<file path="src/core/cca_defines.svh">
// Register map, field positions, reset values and timing of the assessor
`ifndef CCA_DEFINES_SVH
`define CCA_DEFINES_SVH

// ****************************************************************
// Register offsets
// ****************************************************************
`define ADDR_TRANSCEIVER_STATUS 6'h01
`define ADDR_PHY_CHANNEL_ASSESS_CONFIG 6'h08
`define ADDR_ENERGY_THRESHOLD 6'h09

// ****************************************************************
// Field positions
// ****************************************************************
`define STAT_DONE_BIT 7
`define STAT_RESULT_BIT 6
`define STAT_STATE_MSB 4
`define STAT_STATE_LSB 0
`define CFG_REQUEST_BIT 7
`define CFG_MODE_MSB 6
`define CFG_MODE_LSB 5
`define CFG_CHANNEL_MSB 4
`define CFG_CHANNEL_LSB 0
`define THR_LEVEL_MSB 3
`define THR_LEVEL_LSB 0

// ****************************************************************
// Reset values
// ****************************************************************
`define RESET_TRANSCEIVER_STATUS 8'h00
`define RESET_PHY_CHANNEL_ASSESS_CONFIG 8'h2b
`define RESET_ENERGY_THRESHOLD 8'hc7

// ****************************************************************
// Levels and timing
// ****************************************************************
`define STRENGTH_BASE_LEVEL_DBM (-91)
`define THRESHOLD_STEP_DB 2
`define CLOCK_PERIOD_NS 25
`define SYMBOL_PERIOD_NS 16000
`define EVAL_SYMBOLS 8
`define REPORT_DELAY_NS 140000
// Window is a longest time: round down
`define EVAL_WINDOW_CYCLES \
    ((`EVAL_SYMBOLS * `SYMBOL_PERIOD_NS) / `CLOCK_PERIOD_NS)
// Report delay is a least time: round up
`define REPORT_DELAY_CYCLES \
    ((`REPORT_DELAY_NS + `CLOCK_PERIOD_NS - 1) / `CLOCK_PERIOD_NS)

`endif

</file>
<file path="src/core/cca_pkg.sv">
// Types shared by the clear channel assessment files
package cca_pkg;

    typedef enum logic [1:0] {
        MODE_RESERVED = 2'h0,
        MODE_ENERGY = 2'h1,
        MODE_CARRIER = 2'h2,
        MODE_BOTH = 2'h3
    } assess_mode_t;

    typedef enum logic [2:0] {
        ST_IDLE = 3'h1,
        ST_EVAL = 3'h2,
        ST_WAIT = 3'h4
    } assess_state_t;

endpackage : cca_pkg

</file>
<file path="src/core/clear_channel_assessment.sv">
// Clear channel assessment registers, request control and status
`timescale 1ns/1ps
`include "cca_defines.svh"

// ****************************************************************
// Clear channel assessment top
// ****************************************************************
//
// Function
// - Config bits 6:5 pick the mode, 1 energy, 2 carrier, 3 both, reset 1.
// - Mode 1 calls the channel busy on any energy above the threshold.
// - Mode 3 needs a detected carrier whose energy also exceeds threshold.
// - Threshold bits 3:0 set the level at base plus two dB per count.
// - Writing 1 to config bit 7 starts an assessment only in basic mode while in receive.
// - The channel is watched for eight symbols, result ready at 140 us.
// - Status bit 7 is 0 while running and 1 once finished.
// - Status bit 6 is 1 for an idle channel and 0 for a busy one.
// - A status read clears the done and result bits, except one in the cycle the run finishes.
// - Status bits 4:0 show transceiver state, bit 5 zero, all read-only.
// - Config bits 4:0 hold a read-write channel number.
// - The strength base level of -91 dBm is the energy reference.
module clear_channel_assessment #(
    parameter int WINDOW_CYCLES = `EVAL_WINDOW_CYCLES,
    parameter int REPORT_CYCLES = `REPORT_DELAY_CYCLES
) (
    // Clock and reset
    input wire logic i_clock,
    input wire logic i_resetn,
    // Register port
    input wire logic [5:0] i_reg_addr,
    input wire logic [7:0] i_reg_wdata,
    input wire logic i_reg_write,
    input wire logic i_reg_read,
    output logic [7:0] o_reg_rdata,
    // Transceiver context
    input wire logic [4:0] i_transceiver_state,
    input wire logic i_in_receive,
    input wire logic i_basic_mode,
    // Channel observations
    input wire logic [7:0] i_energy_level,
    input wire logic i_carrier_detect,
    // Outputs to the radio
    output logic [4:0] o_channel,
    output cca_pkg::assess_mode_t o_assess_mode,
    output logic o_assess_running
);
    import cca_pkg::*;

    // ************************************************************
    // Reset fields
    // ************************************************************
    // Split from the reset words so every field has its own width
    localparam logic [7:0] CONFIG_RESET =
        `RESET_PHY_CHANNEL_ASSESS_CONFIG;
    localparam logic REQUEST_RESET = CONFIG_RESET[`CFG_REQUEST_BIT];
    localparam logic [1:0] MODE_RESET =
        CONFIG_RESET[`CFG_MODE_MSB:`CFG_MODE_LSB];
    localparam logic [4:0] CHANNEL_RESET =
        CONFIG_RESET[`CFG_CHANNEL_MSB:`CFG_CHANNEL_LSB];
    localparam logic [7:0] THRESHOLD_RESET = `RESET_ENERGY_THRESHOLD;

    // ************************************************************
    // Address decode
    // ************************************************************
    function automatic logic hits(input logic [5:0] addr,
                                  input logic [5:0] target);
        hits = addr == target;
    endfunction : hits

    logic wr_config;
    logic wr_threshold;
    logic rd_status;
    logic rd_config;
    logic rd_threshold;

    assign wr_config = i_reg_write &&
        hits(i_reg_addr, `ADDR_PHY_CHANNEL_ASSESS_CONFIG);
    assign wr_threshold = i_reg_write &&
        hits(i_reg_addr, `ADDR_ENERGY_THRESHOLD);
    assign rd_status = i_reg_read &&
        hits(i_reg_addr, `ADDR_TRANSCEIVER_STATUS);
    assign rd_config = i_reg_read &&
        hits(i_reg_addr, `ADDR_PHY_CHANNEL_ASSESS_CONFIG);
    assign rd_threshold = i_reg_read &&
        hits(i_reg_addr, `ADDR_ENERGY_THRESHOLD);

    // ************************************************************
    // Configuration and threshold registers
    // ************************************************************
    logic assess_request_reg, assess_request_next;
    assess_mode_t assess_mode_reg, assess_mode_next;
    logic [4:0] channel_reg, channel_next;
    logic [7:0] energy_threshold_reg, energy_threshold_next;
    logic start_pulse;
    logic report_pulse;

    always_comb begin
        assess_mode_next = assess_mode_reg;
        channel_next = channel_reg;
        energy_threshold_next = energy_threshold_reg;
        if (wr_config) begin
            assess_mode_next = assess_mode_t'(
                i_reg_wdata[`CFG_MODE_MSB:`CFG_MODE_LSB]);
            channel_next =
                i_reg_wdata[`CFG_CHANNEL_MSB:`CFG_CHANNEL_LSB];
        end
        if (wr_threshold) begin
            // Upper bits are kept but steer nothing
            energy_threshold_next = i_reg_wdata;
        end
    end

    always_ff @(posedge i_clock or negedge i_resetn) begin
        if (!i_resetn) begin
            assess_mode_reg <= assess_mode_t'(MODE_RESET);
            channel_reg <= CHANNEL_RESET;
            energy_threshold_reg <= THRESHOLD_RESET;
        end else begin
            assess_mode_reg <= assess_mode_next;
            channel_reg <= channel_next;
            energy_threshold_reg <= energy_threshold_next;
        end
    end

    // ************************************************************
    // Request flag
    // ************************************************************
    // Request reads back 1 only while an accepted run is live
    always_comb begin
        assess_request_next = assess_request_reg;
        if (start_pulse) begin
            assess_request_next = 1'b1;
        end else if (report_pulse) begin
            assess_request_next = 1'b0;
        end
    end

    always_ff @(posedge i_clock or negedge i_resetn) begin
        if (!i_resetn) begin
            assess_request_reg <= REQUEST_RESET;
        end else begin
            assess_request_reg <= assess_request_next;
        end
    end

    // ************************************************************
    // Request acceptance
    // ************************************************************
    assess_state_t state_reg, state_next;
    logic request_written;
    logic request_allowed;
    logic in_window;
    logic window_sample;
    logic channel_busy;

    assign request_written = wr_config && i_reg_wdata[`CFG_REQUEST_BIT];
    // Automatic mode and non-receive states drop the request silently
    assign request_allowed = i_basic_mode && i_in_receive;
    // A request during a live run is ignored rather than restarting it
    assign start_pulse = request_written && request_allowed &&
        (state_reg == ST_IDLE);

    always_comb begin
        state_next = state_reg;
        unique case (state_reg)
            ST_IDLE: begin
                if (start_pulse) begin
                    state_next = ST_EVAL;
                end
            end
            ST_EVAL: begin
                if (!in_window) begin
                    state_next = ST_WAIT;
                end
            end
            ST_WAIT: begin
                if (report_pulse) begin
                    state_next = ST_IDLE;
                end
            end
            default: begin
                state_next = ST_IDLE;
            end
        endcase
    end

    always_ff @(posedge i_clock or negedge i_resetn) begin
        if (!i_resetn) begin
            state_reg <= ST_IDLE;
        end else begin
            state_reg <= state_next;
        end
    end

    // ************************************************************
    // Timing and detection
    // ************************************************************
    cca_timer #(
        .WINDOW_CYCLES(WINDOW_CYCLES),
        .REPORT_CYCLES(REPORT_CYCLES)
    ) u_timer (
        .i_clock(i_clock),
        .i_resetn(i_resetn),
        .i_start(start_pulse),
        .o_in_window(in_window),
        .o_report(report_pulse)
    );

    // Eight symbols of samples; the tail waits for the report time
    assign window_sample = in_window && (state_reg == ST_EVAL);

    // Mode and threshold act live: a rewrite mid-run applies at once
    cca_detector u_detector (
        .i_clock(i_clock),
        .i_resetn(i_resetn),
        .i_clear(start_pulse),
        .i_sample(window_sample),
        .i_mode(assess_mode_reg),
        .i_threshold_level(
            energy_threshold_reg[`THR_LEVEL_MSB:`THR_LEVEL_LSB]),
        .i_energy_level(i_energy_level),
        .i_carrier_detect(i_carrier_detect),
        .o_busy(channel_busy)
    );

    // ************************************************************
    // Status flags
    // ************************************************************
    logic assess_done_reg, assess_done_next;
    logic assess_result_idle_reg, assess_result_idle_next;

    // Flags hold between runs so a slow poll still finds them
    always_comb begin
        assess_done_next = assess_done_reg;
        assess_result_idle_next = assess_result_idle_reg;
        if (report_pulse) begin
            // Finishing wins over a read in the same cycle
            assess_done_next = 1'b1;
            assess_result_idle_next = !channel_busy;
        end else if (start_pulse) begin
            assess_done_next = 1'b0;
            assess_result_idle_next = 1'b0;
        end else if (rd_status) begin
            assess_done_next = 1'b0;
            assess_result_idle_next = 1'b0;
        end
    end

    always_ff @(posedge i_clock or negedge i_resetn) begin
        if (!i_resetn) begin
            assess_done_reg <= 1'b0;
            assess_result_idle_reg <= 1'b0;
        end else begin
            assess_done_reg <= assess_done_next;
            assess_result_idle_reg <= assess_result_idle_next;
        end
    end

    // ************************************************************
    // Read data
    // ************************************************************
    logic [7:0] rdata_reg, rdata_next;
    logic [7:0] status_word;
    logic [7:0] config_word;

    // Bit 5 reserved, reads zero; writes to status are ignored
    assign status_word = {assess_done_reg, assess_result_idle_reg,
        1'b0, i_transceiver_state};
    assign config_word = {assess_request_reg, assess_mode_reg,
        channel_reg};

    always_comb begin
        rdata_next = rdata_reg;
        if (rd_status) begin
            rdata_next = status_word;
        end else if (rd_config) begin
            rdata_next = config_word;
        end else if (rd_threshold) begin
            rdata_next = energy_threshold_reg;
        end else if (i_reg_read) begin
            rdata_next = 8'h00;
        end
    end

    always_ff @(posedge i_clock or negedge i_resetn) begin
        if (!i_resetn) begin
            rdata_reg <= `RESET_TRANSCEIVER_STATUS;
        end else begin
            rdata_reg <= rdata_next;
        end
    end

    // ************************************************************
    // Outputs
    // ************************************************************
    assign o_reg_rdata = rdata_reg;
    assign o_channel = channel_reg;
    assign o_assess_mode = assess_mode_reg;
    // Running spans the whole report delay, not just the window
    assign o_assess_running = state_reg != ST_IDLE;

endmodule : clear_channel_assessment

</file>
<file path="src/core/cca_timer.sv">
// Cycle counter marking the evaluation window and the report instant
`timescale 1ns/1ps
module cca_timer #(
    parameter int WINDOW_CYCLES = 5120,
    parameter int REPORT_CYCLES = 5600
) (
    // Clock and reset
    input wire logic i_clock,
    input wire logic i_resetn,
    // Control
    input wire logic i_start,
    // Timing marks
    output logic o_in_window,
    output logic o_report
);
    localparam int CW = $clog2(REPORT_CYCLES + 1);

    logic [CW-1:0] count_reg, count_next;
    logic run_reg, run_next;

    always_comb begin
        count_next = count_reg;
        run_next = run_reg;
        if (i_start) begin
            count_next = '0;
            run_next = 1'b1;
        end else if (run_reg) begin
            if (count_reg == CW'(REPORT_CYCLES - 1)) begin
                run_next = 1'b0;
            end else begin
                count_next = count_reg + CW'(1);
            end
        end
    end

    always_ff @(posedge i_clock or negedge i_resetn) begin
        if (!i_resetn) begin
            count_reg <= '0;
            run_reg <= 1'b0;
        end else begin
            count_reg <= count_next;
            run_reg <= run_next;
        end
    end

    assign o_in_window = run_reg && (count_reg < CW'(WINDOW_CYCLES));
    assign o_report = run_reg && (count_reg == CW'(REPORT_CYCLES - 1));

endmodule : cca_timer

</file>
<file path="src/core/cca_detector.sv">
// Per-sample busy decision and busy memory over the window
`timescale 1ns/1ps
module cca_detector (
    // Clock and reset
    input wire logic i_clock,
    input wire logic i_resetn,
    // Control
    input wire logic i_clear,
    input wire logic i_sample,
    input wire cca_pkg::assess_mode_t i_mode,
    input wire logic [3:0] i_threshold_level,
    // Channel observations
    input wire logic [7:0] i_energy_level,
    input wire logic i_carrier_detect,
    // Decision
    output logic o_busy
);
    import cca_pkg::*;

    // Energy is in dB above the base level, so the base cancels out
    function automatic logic energy_over(input logic [7:0] level,
                                         input logic [3:0] thr);
        logic [7:0] limit;
        limit = {3'h0, thr, 1'b0};
        energy_over = level > limit;
    endfunction : energy_over

    function automatic logic busy_now(input assess_mode_t mode,
                                      input logic over,
                                      input logic carrier);
        unique case (mode)
            MODE_CARRIER: busy_now = carrier;
            MODE_BOTH: busy_now = carrier && over;
            // Reserved code behaves as energy only
            default: busy_now = over;
        endcase
    endfunction : busy_now

    logic busy_reg, busy_next;
    logic hit;

    always_comb begin
        hit = busy_now(i_mode,
                       energy_over(i_energy_level, i_threshold_level),
                       i_carrier_detect);
        busy_next = busy_reg;
        if (i_clear) begin
            busy_next = 1'b0;
        end else if (i_sample && hit) begin
            busy_next = 1'b1;
        end
    end

    always_ff @(posedge i_clock or negedge i_resetn) begin
        if (!i_resetn) begin
            busy_reg <= 1'b0;
        end else begin
            busy_reg <= busy_next;
        end
    end

    assign o_busy = busy_reg;

endmodule : cca_detector

</file>
<file path="config.mk">
export PLATFORM = sky130hd
export DESIGN_NAME = clear_channel_assessment
export DESIGN_NICKNAME = d
export VERILOG_FILES = /design/src/core/cca_pkg.sv /design/src/core/clear_channel_assessment.sv /design/src/core/cca_timer.sv /design/src/core/cca_detector.sv
export VERILOG_INCLUDE_DIRS = /design/src /design/src/core
export SDC_FILE = /design/constraint.sdc
export NUM_CORES = 1
export LEC_CHECK = 0
export ABC_AREA = 1
export BUFFER_PORTS_ARGS = -buffer_cell sky130_fd_sc_hd__buf_4
export CORE_MARGIN = 1.5
export CORE_UTILIZATION = 45
export CTS_BUF_LIST = sky130_fd_sc_hd__clkbuf_16
export DETAILED_ROUTE_END_ITERATION = 7
export PLACE_DENSITY_LB_ADDON = 0.15
export SYNTH_ARGS = -nofsm -noshare
export SYNTH_HDL_FRONTEND = slang
export SYNTH_HIERARCHICAL = 1
export SYNTH_SLANG_ARGS = --single-unit
</file>
<file path="constraint.sdc">
create_clock -name i_clock -period 1.9 [get_ports i_clock]
set_input_delay 0.19 -clock i_clock [delete_from_list [all_inputs] [get_ports i_clock]]
set_output_delay 0.19 -clock i_clock [all_outputs]
set_load 0.01 [all_outputs]
</file>
# Yosys cells after proc, flatten, opt, wreduce, memory -nomap -nowiden
# Cells that the tools add are included.
# Widths: inputs -> output; s select.
word_totals:
  regBits: 44
  in_bits: 34
  out_inout_bits: 16
  wordCells: 73
classes:
  add_sub_neg: 1
  n_lt_le_gt_ge: 2
  n_eq_ne: 14
  muxes: 23
  n_reduce_logical: 22
op_table:
  columns: ["op", "count"]
  rows:
  - ["$mux 13", 3]
  - ["$mux 8", 4]
  - ["$logic_and 1x1->1", 14]
  - ["$add 13x1->13 const B", 1]
  - ["$eq 13x13->1 const B", 1]
  - ["$lt 13x13->1 const B", 1]
  - ["$eq 6x4->1 const B", 2]
  - ["$mux 1", 11]
  - ["$mux 3", 3]
  - ["$pmux 3 s3", 1]
  - ["$gt 8x5->1", 1]
  - ["$ne 2x2->1 const B", 4]
  - ["$eq 6x1->1 const B", 1]
  - ["$reduce_bool 2->1", 3]
  - ["$eq 2x2->1 const B", 2]
  - ["$reduce_bool 4->1", 1]
  - ["$eq 3x1->1 const B", 1]
  - ["$eq 3x2->1 const B", 1]
  - ["$eq 3x3->1 const B", 1]
  - ["$ne 3x1->1 const B", 1]
  - ["$reduce_and 3->1", 1]
  - ["$reduce_bool 3->1", 1]
  - ["$pmux 1 s2", 1]
  - ["$reduce_and 2->1", 1]
  - ["$logic_not 1->1", 1]

# Depth between registers and ports, before layout
depth:
  word_depth: 7
  mapped_depth: 11
  mapped_depth_nobuf: 11

# Hierarchy
# Netlist, hierarchy kept.
by_module_without_submodules:
  columns: ["module", "instances", "cells_per_inst", "area_per_inst_um2", "seq_area_each_um2"]
  rows:
  - ["clear_channel_assessment", 1, 165, 1453.9, 738.2]
  - ["cca_timer", 1, 132, 897.1, 350.3]
  - ["cca_detector", 1, 30, 187.7, 25.0]

# Worst setup path after synthesis
# No wires, ideal clock.
synth_timing:
  path_type: "reg2reg"
  from: "reg state_reg[0]"
  to: "reg u_timer.count_reg[10]"
  setup_ps: 118
  t_arrival_ps: 1497
  path_slack_ps: 285
  path_stages_with_launch: 9
  period_less_slack_ps: 1615
  cell_sequence: "dfstp_2 -> inv_1 -> nor3_2 -> nand4_1 -> inv_1 -> inv_1 -> buf_1 -> nand4_1 -> nand2_1"
synth_between:
  elab_chain_len: 4
  elab_cells_between_ends: 6
  cone_classes: "eq/ne: 2; mux: 1; reduce/logical: 3"
synth_lines:
  columns: ["element", "line_no", "rtl"]
  rows:
  - ["start: declaration", "clear_channel_assessment.sv:149", "assess_state_t state_reg, state_next;"]
  - ["start signal: assignment", "clear_channel_assessment.sv:191", "state_reg <= state_next;"]
  - ["$eq 3x1->1 (*)", "clear_channel_assessment.sv:161", "(state_reg == ST_IDLE);"]
  - ["$logic_and 1x1->1 (*)", "clear_channel_assessment.sv:160", "assign start_pulse = request_written && request_allowed &&"]
  - ["$ne 2x2->1 (no source line) / $reduce_bool 2->1 (equally long branches)", null, null]
  - ["$reduce_and 2->1 (no source line)", null, null]
  - ["end signal: assignment", "cca_timer.sv:41", "count_reg <= count_next;"]
  - ["end: declaration", "cca_timer.sv:18", "logic [CW-1:0] count_reg, count_next;"]
# Mark *: on every way between the ends. The rest lies on a longest branch, timed or not.
# A chain may end at the register's enable or synchronous reset.

# Final worst setup path
layout_timing:
  from: "reg u_timer.count_reg[0]"
  to: "reg state_reg[0]"
layout_between:
  elab_chain_len: 4
  elab_cells_between_ends: 7
  cone_classes: "order compare: 1; eq/ne: 3; reduce/logical: 3"
layout_lines:
  columns: ["element", "line_no"]
  rows:
  - ["$lt 13x13->1 / $eq 13x13->1 (equally long branches)", "cca_timer.sv:46, cca_timer.sv:47"]
  - ["$logic_and 1x1->1, on equally long branches", "cca_timer.sv:46, cca_timer.sv:47"]
  - ["$ne 2x2->1 (no source line)", null]
  - ["$reduce_and 3->1 (no source line) (*)", null]
# Marks and branches as above.

==> impl_metrics.toml <==
[die]
dieArea_um2 = 6100
num_rows = 27
die_h_um = 78.1
start_util_pct = 46.4
die_x_um = 78.1
core_um2 = 5470
io_pins = 50

[cells_and_area]
largest_reg_flops = 13
drive_above_1_share_pct = 27.7
antenna_cells = 0
area_delta_synth_final_pct = 23.1
nets = 420
finish.utilization_pct = 57.1

[detailed_routing]
firstDrtPassIters = 4
vias = 2175
route.met2.wl_um = 2360
met3_length_um = 201
drc = 0
detail_route.wl_per_cell_um = 11.9
wl_um = 5390
wl_met1_um = 2790
first_iter_violations = 171
ant_nets = 0
highest_layer = "met4"
drt-vias-per-instance = 4.79

[synth]
yosysMostFrequentCell = "nand2_1"
async_flop_share_pct = 100
synth_common_cells = "115 x nand2_1, 42 x inv_1, 34 x dfrtp_1, 26 x nor2_1, 22 x nand3_1"
syn_inst = 327
syn-mean-instance-area_um2 = 7.76
synth.area.top_cells = "dfrtp_1 34%, nand2_1 17%, dfstp_2 10%"
ys_types = 30
syn-cell-area_um2 = 2540
synth_fp_nets = 366
yosysSeqAreaShare_pct = 43.9
synth_area_leader_cell = "dfrtp_1"
synth-seq-cells = 44
synth_flop_cell = "dfrtp_1"
yosysWarnings = 6
yosysTopAreaCellShare_pct = 33.5
synth_edf_count = 0

[outcome]
status = "completed"

[min_path]
hp-start = "i_transceiver_state[0]"
hold_depth = 3
holdPathEnd = "o_reg_rdata[0]$_DFFE_PN0P_"
hold_class = "primary input to flip-flop"

[run]
cap_viol_max_count = 0

[clocking]
cts.sinks = 44
cts_buffers = 5
clock_latency_ns = 0.28
htree_num_levels = 2
cts_setup_buffers = 0
cts_root_buf = "clkbuf_16"
cts_tree = "done"
clk_pin_slew_ns = 0.06
clockBufferDepth = 2

[global_routing]
grt_pass1_wl_um = 9700
antenna_found_initial = 0
grt_max_degree = 45
gr-total-overflow = 0
grt_pass1_vias = 2121
grt_usage_pct = 19.9

[pwr]
max-vdd-ir-drop_uv = 448
power.density_nw_per_um2 = 775
p_leak_nw = 1.56

[worst_setup_path]
worstReg2RegEnd = "state_reg[0]$_DFFE_PN1P_"
startpoint_type = "flip-flop"
worstSetupPathType = "flip-flop to flip-flop"
ff2ff_setup_slack_ns = 0.20
timing.rr.start = "u_timer/count_reg[0]$_DFFE_PN0P_"
arrival_ns = 1.92
worstSetupEndpointType = "flip-flop"
path_max_fanout = 5
critPathRequiredTime_ns = 2.12
r2r_cells = 11

[placement]
port_buffers = 49
place_hpwl_um = 3940
finalWeightedCongestion = 0.832

[timing]
fin_crit_ns = 1.70
timing.fmax_mhz = 589
tns_ns = 0
post-route-period-util_pct = 89.3
finalMaxSlewViolations = 0
tightestPinTransition_ns = 0.549
rsz0062_at_grt = "false"
fin_skew_ns = 0.00516
hold_viol = 0
slew_headroom_pct = 63.4
finalSetupViolCount = 0
[cell usage in the layout, fill, tap and decap left out, drive strengths merged]
cell and n:
dfrtp 34, inv 45, a211oi 2, dfstp 10
ha 5, a21oi 3, nand3 23, clkinv 1
dlygate4sd3 1, or2 1, buf 52, xor2 2
nor3 4, a21o 1, nor2 35, clkinvlp 2
nand2 119, clkbuf 5, a21boi 1, o21ai 16
nand4 20
[metrics by stage]
stage               cells  total power (W)  area (µm²)  setup slack [ns]  hold slack (ns)
global placement      445          0.00159        2970             0.211            0.218
CTS                   454          0.00244        3120             0.165            0.131
floorplan             327          0.00141        2540             0.285           -0.106
finish                454          0.00242        3130             0.203            0.132
global route          454          0.00257        3130            0.0103            0.141
detailed placement    445          0.00160        2970             0.183            0.221
[cells by family (layout without fill, tap and decap cells)]
| kind of cell | count (synthesis) | in the layout | synth area share, % |
|---|---|---|---|
| flops | 44 | 44 | 43.9 |
| simple gates | 202 | 202 | 37.1 |
| buf+inv | 51 | 106 | 8.62 |
| fa+ha+maj | 5 | 5 | 2.46 |
| xor+xnor | 2 | 2 | 0.690 |
| compound gates | 23 | 23 | 7.29 |
[metal layers]
metal  GRT usage, %  up-vias
li1               -     1145
met1           28.3      982
met2           31.0       46
met3           3.84        2
met4           5.89        0
met5              0        -
[area by class of cell]
type / instances / area, µm²
clock buffer: 5 / 125
fill: 519 / 2350
tap: 72 / 90.1
sequential: 44 / 1110
clock inverter: 3 / 18.8
multi-input combinational: 232 / 1210
timing repair buffer: 53 / 400
inverter: 45 / 169
[where the power goes]
part / total (W) / internal, W / leakage [nW] / switching (W)
Combinational: 0.000449 / 0.000204 / 0.943 / 0.000245
Clock: 0.000836 / 0.000482 / 0.0635 / 0.000354
Sequential: 0.00114 / 0.00106 / 0.555 / 0.0000811
Total: 0.00242 / 0.00174 / 1.56 / 0.000681
[how the worst max path moves through the flow]
| stage | startpoint | end | slack (ns) | depth (start not counted) |
|---|---|---|---|---|
| floorplan | state_reg[0]$_DFFE_PN1P_ | u_timer/count_reg[10]$_DFFE_PN0P_ | 0.28 | 8 |
| global placement | u_timer/count_reg[0]$_DFFE_PN0P_ | state_reg[1]$_DFFE_PN0P_ | 0.21 | 11 |
| detailed placement | u_timer/count_reg[0]$_DFFE_PN0P_ | state_reg[1]$_DFFE_PN0P_ | 0.18 | 11 |
| CTS | u_timer/count_reg[0]$_DFFE_PN0P_ | state_reg[0]$_DFFE_PN1P_ | 0.17 | 11 |
| global route | u_timer/count_reg[0]$_DFFE_PN0P_ | state_reg[2]$_DFFE_PN0P_ | 0.01 | 11 |
| finish | u_timer/count_reg[0]$_DFFE_PN0P_ | state_reg[0]$_DFFE_PN1P_ | 0.20 | 11 |
[critical path, stage by stage (launching register included)]
cell and delay [ns]:
dfrtp_1 0.40, ha_2 0.25, nand2_2 0.09, nor2_4 0.15
nand3_1 0.08, nor2_1 0.17, nor2_1 0.06, nand2_1 0.06
nor2_1 0.05, nor2_1 0.17, nand3_1 0.09, nand2_1 0.08
[repair_timing]
action,CTS,global route
hold buffers,1,0
endpoints found under the setup margin,0,3
gates resized for setup,0,1
hold endpoints to repair,34,0
Power figures use the tool's default switching activity.
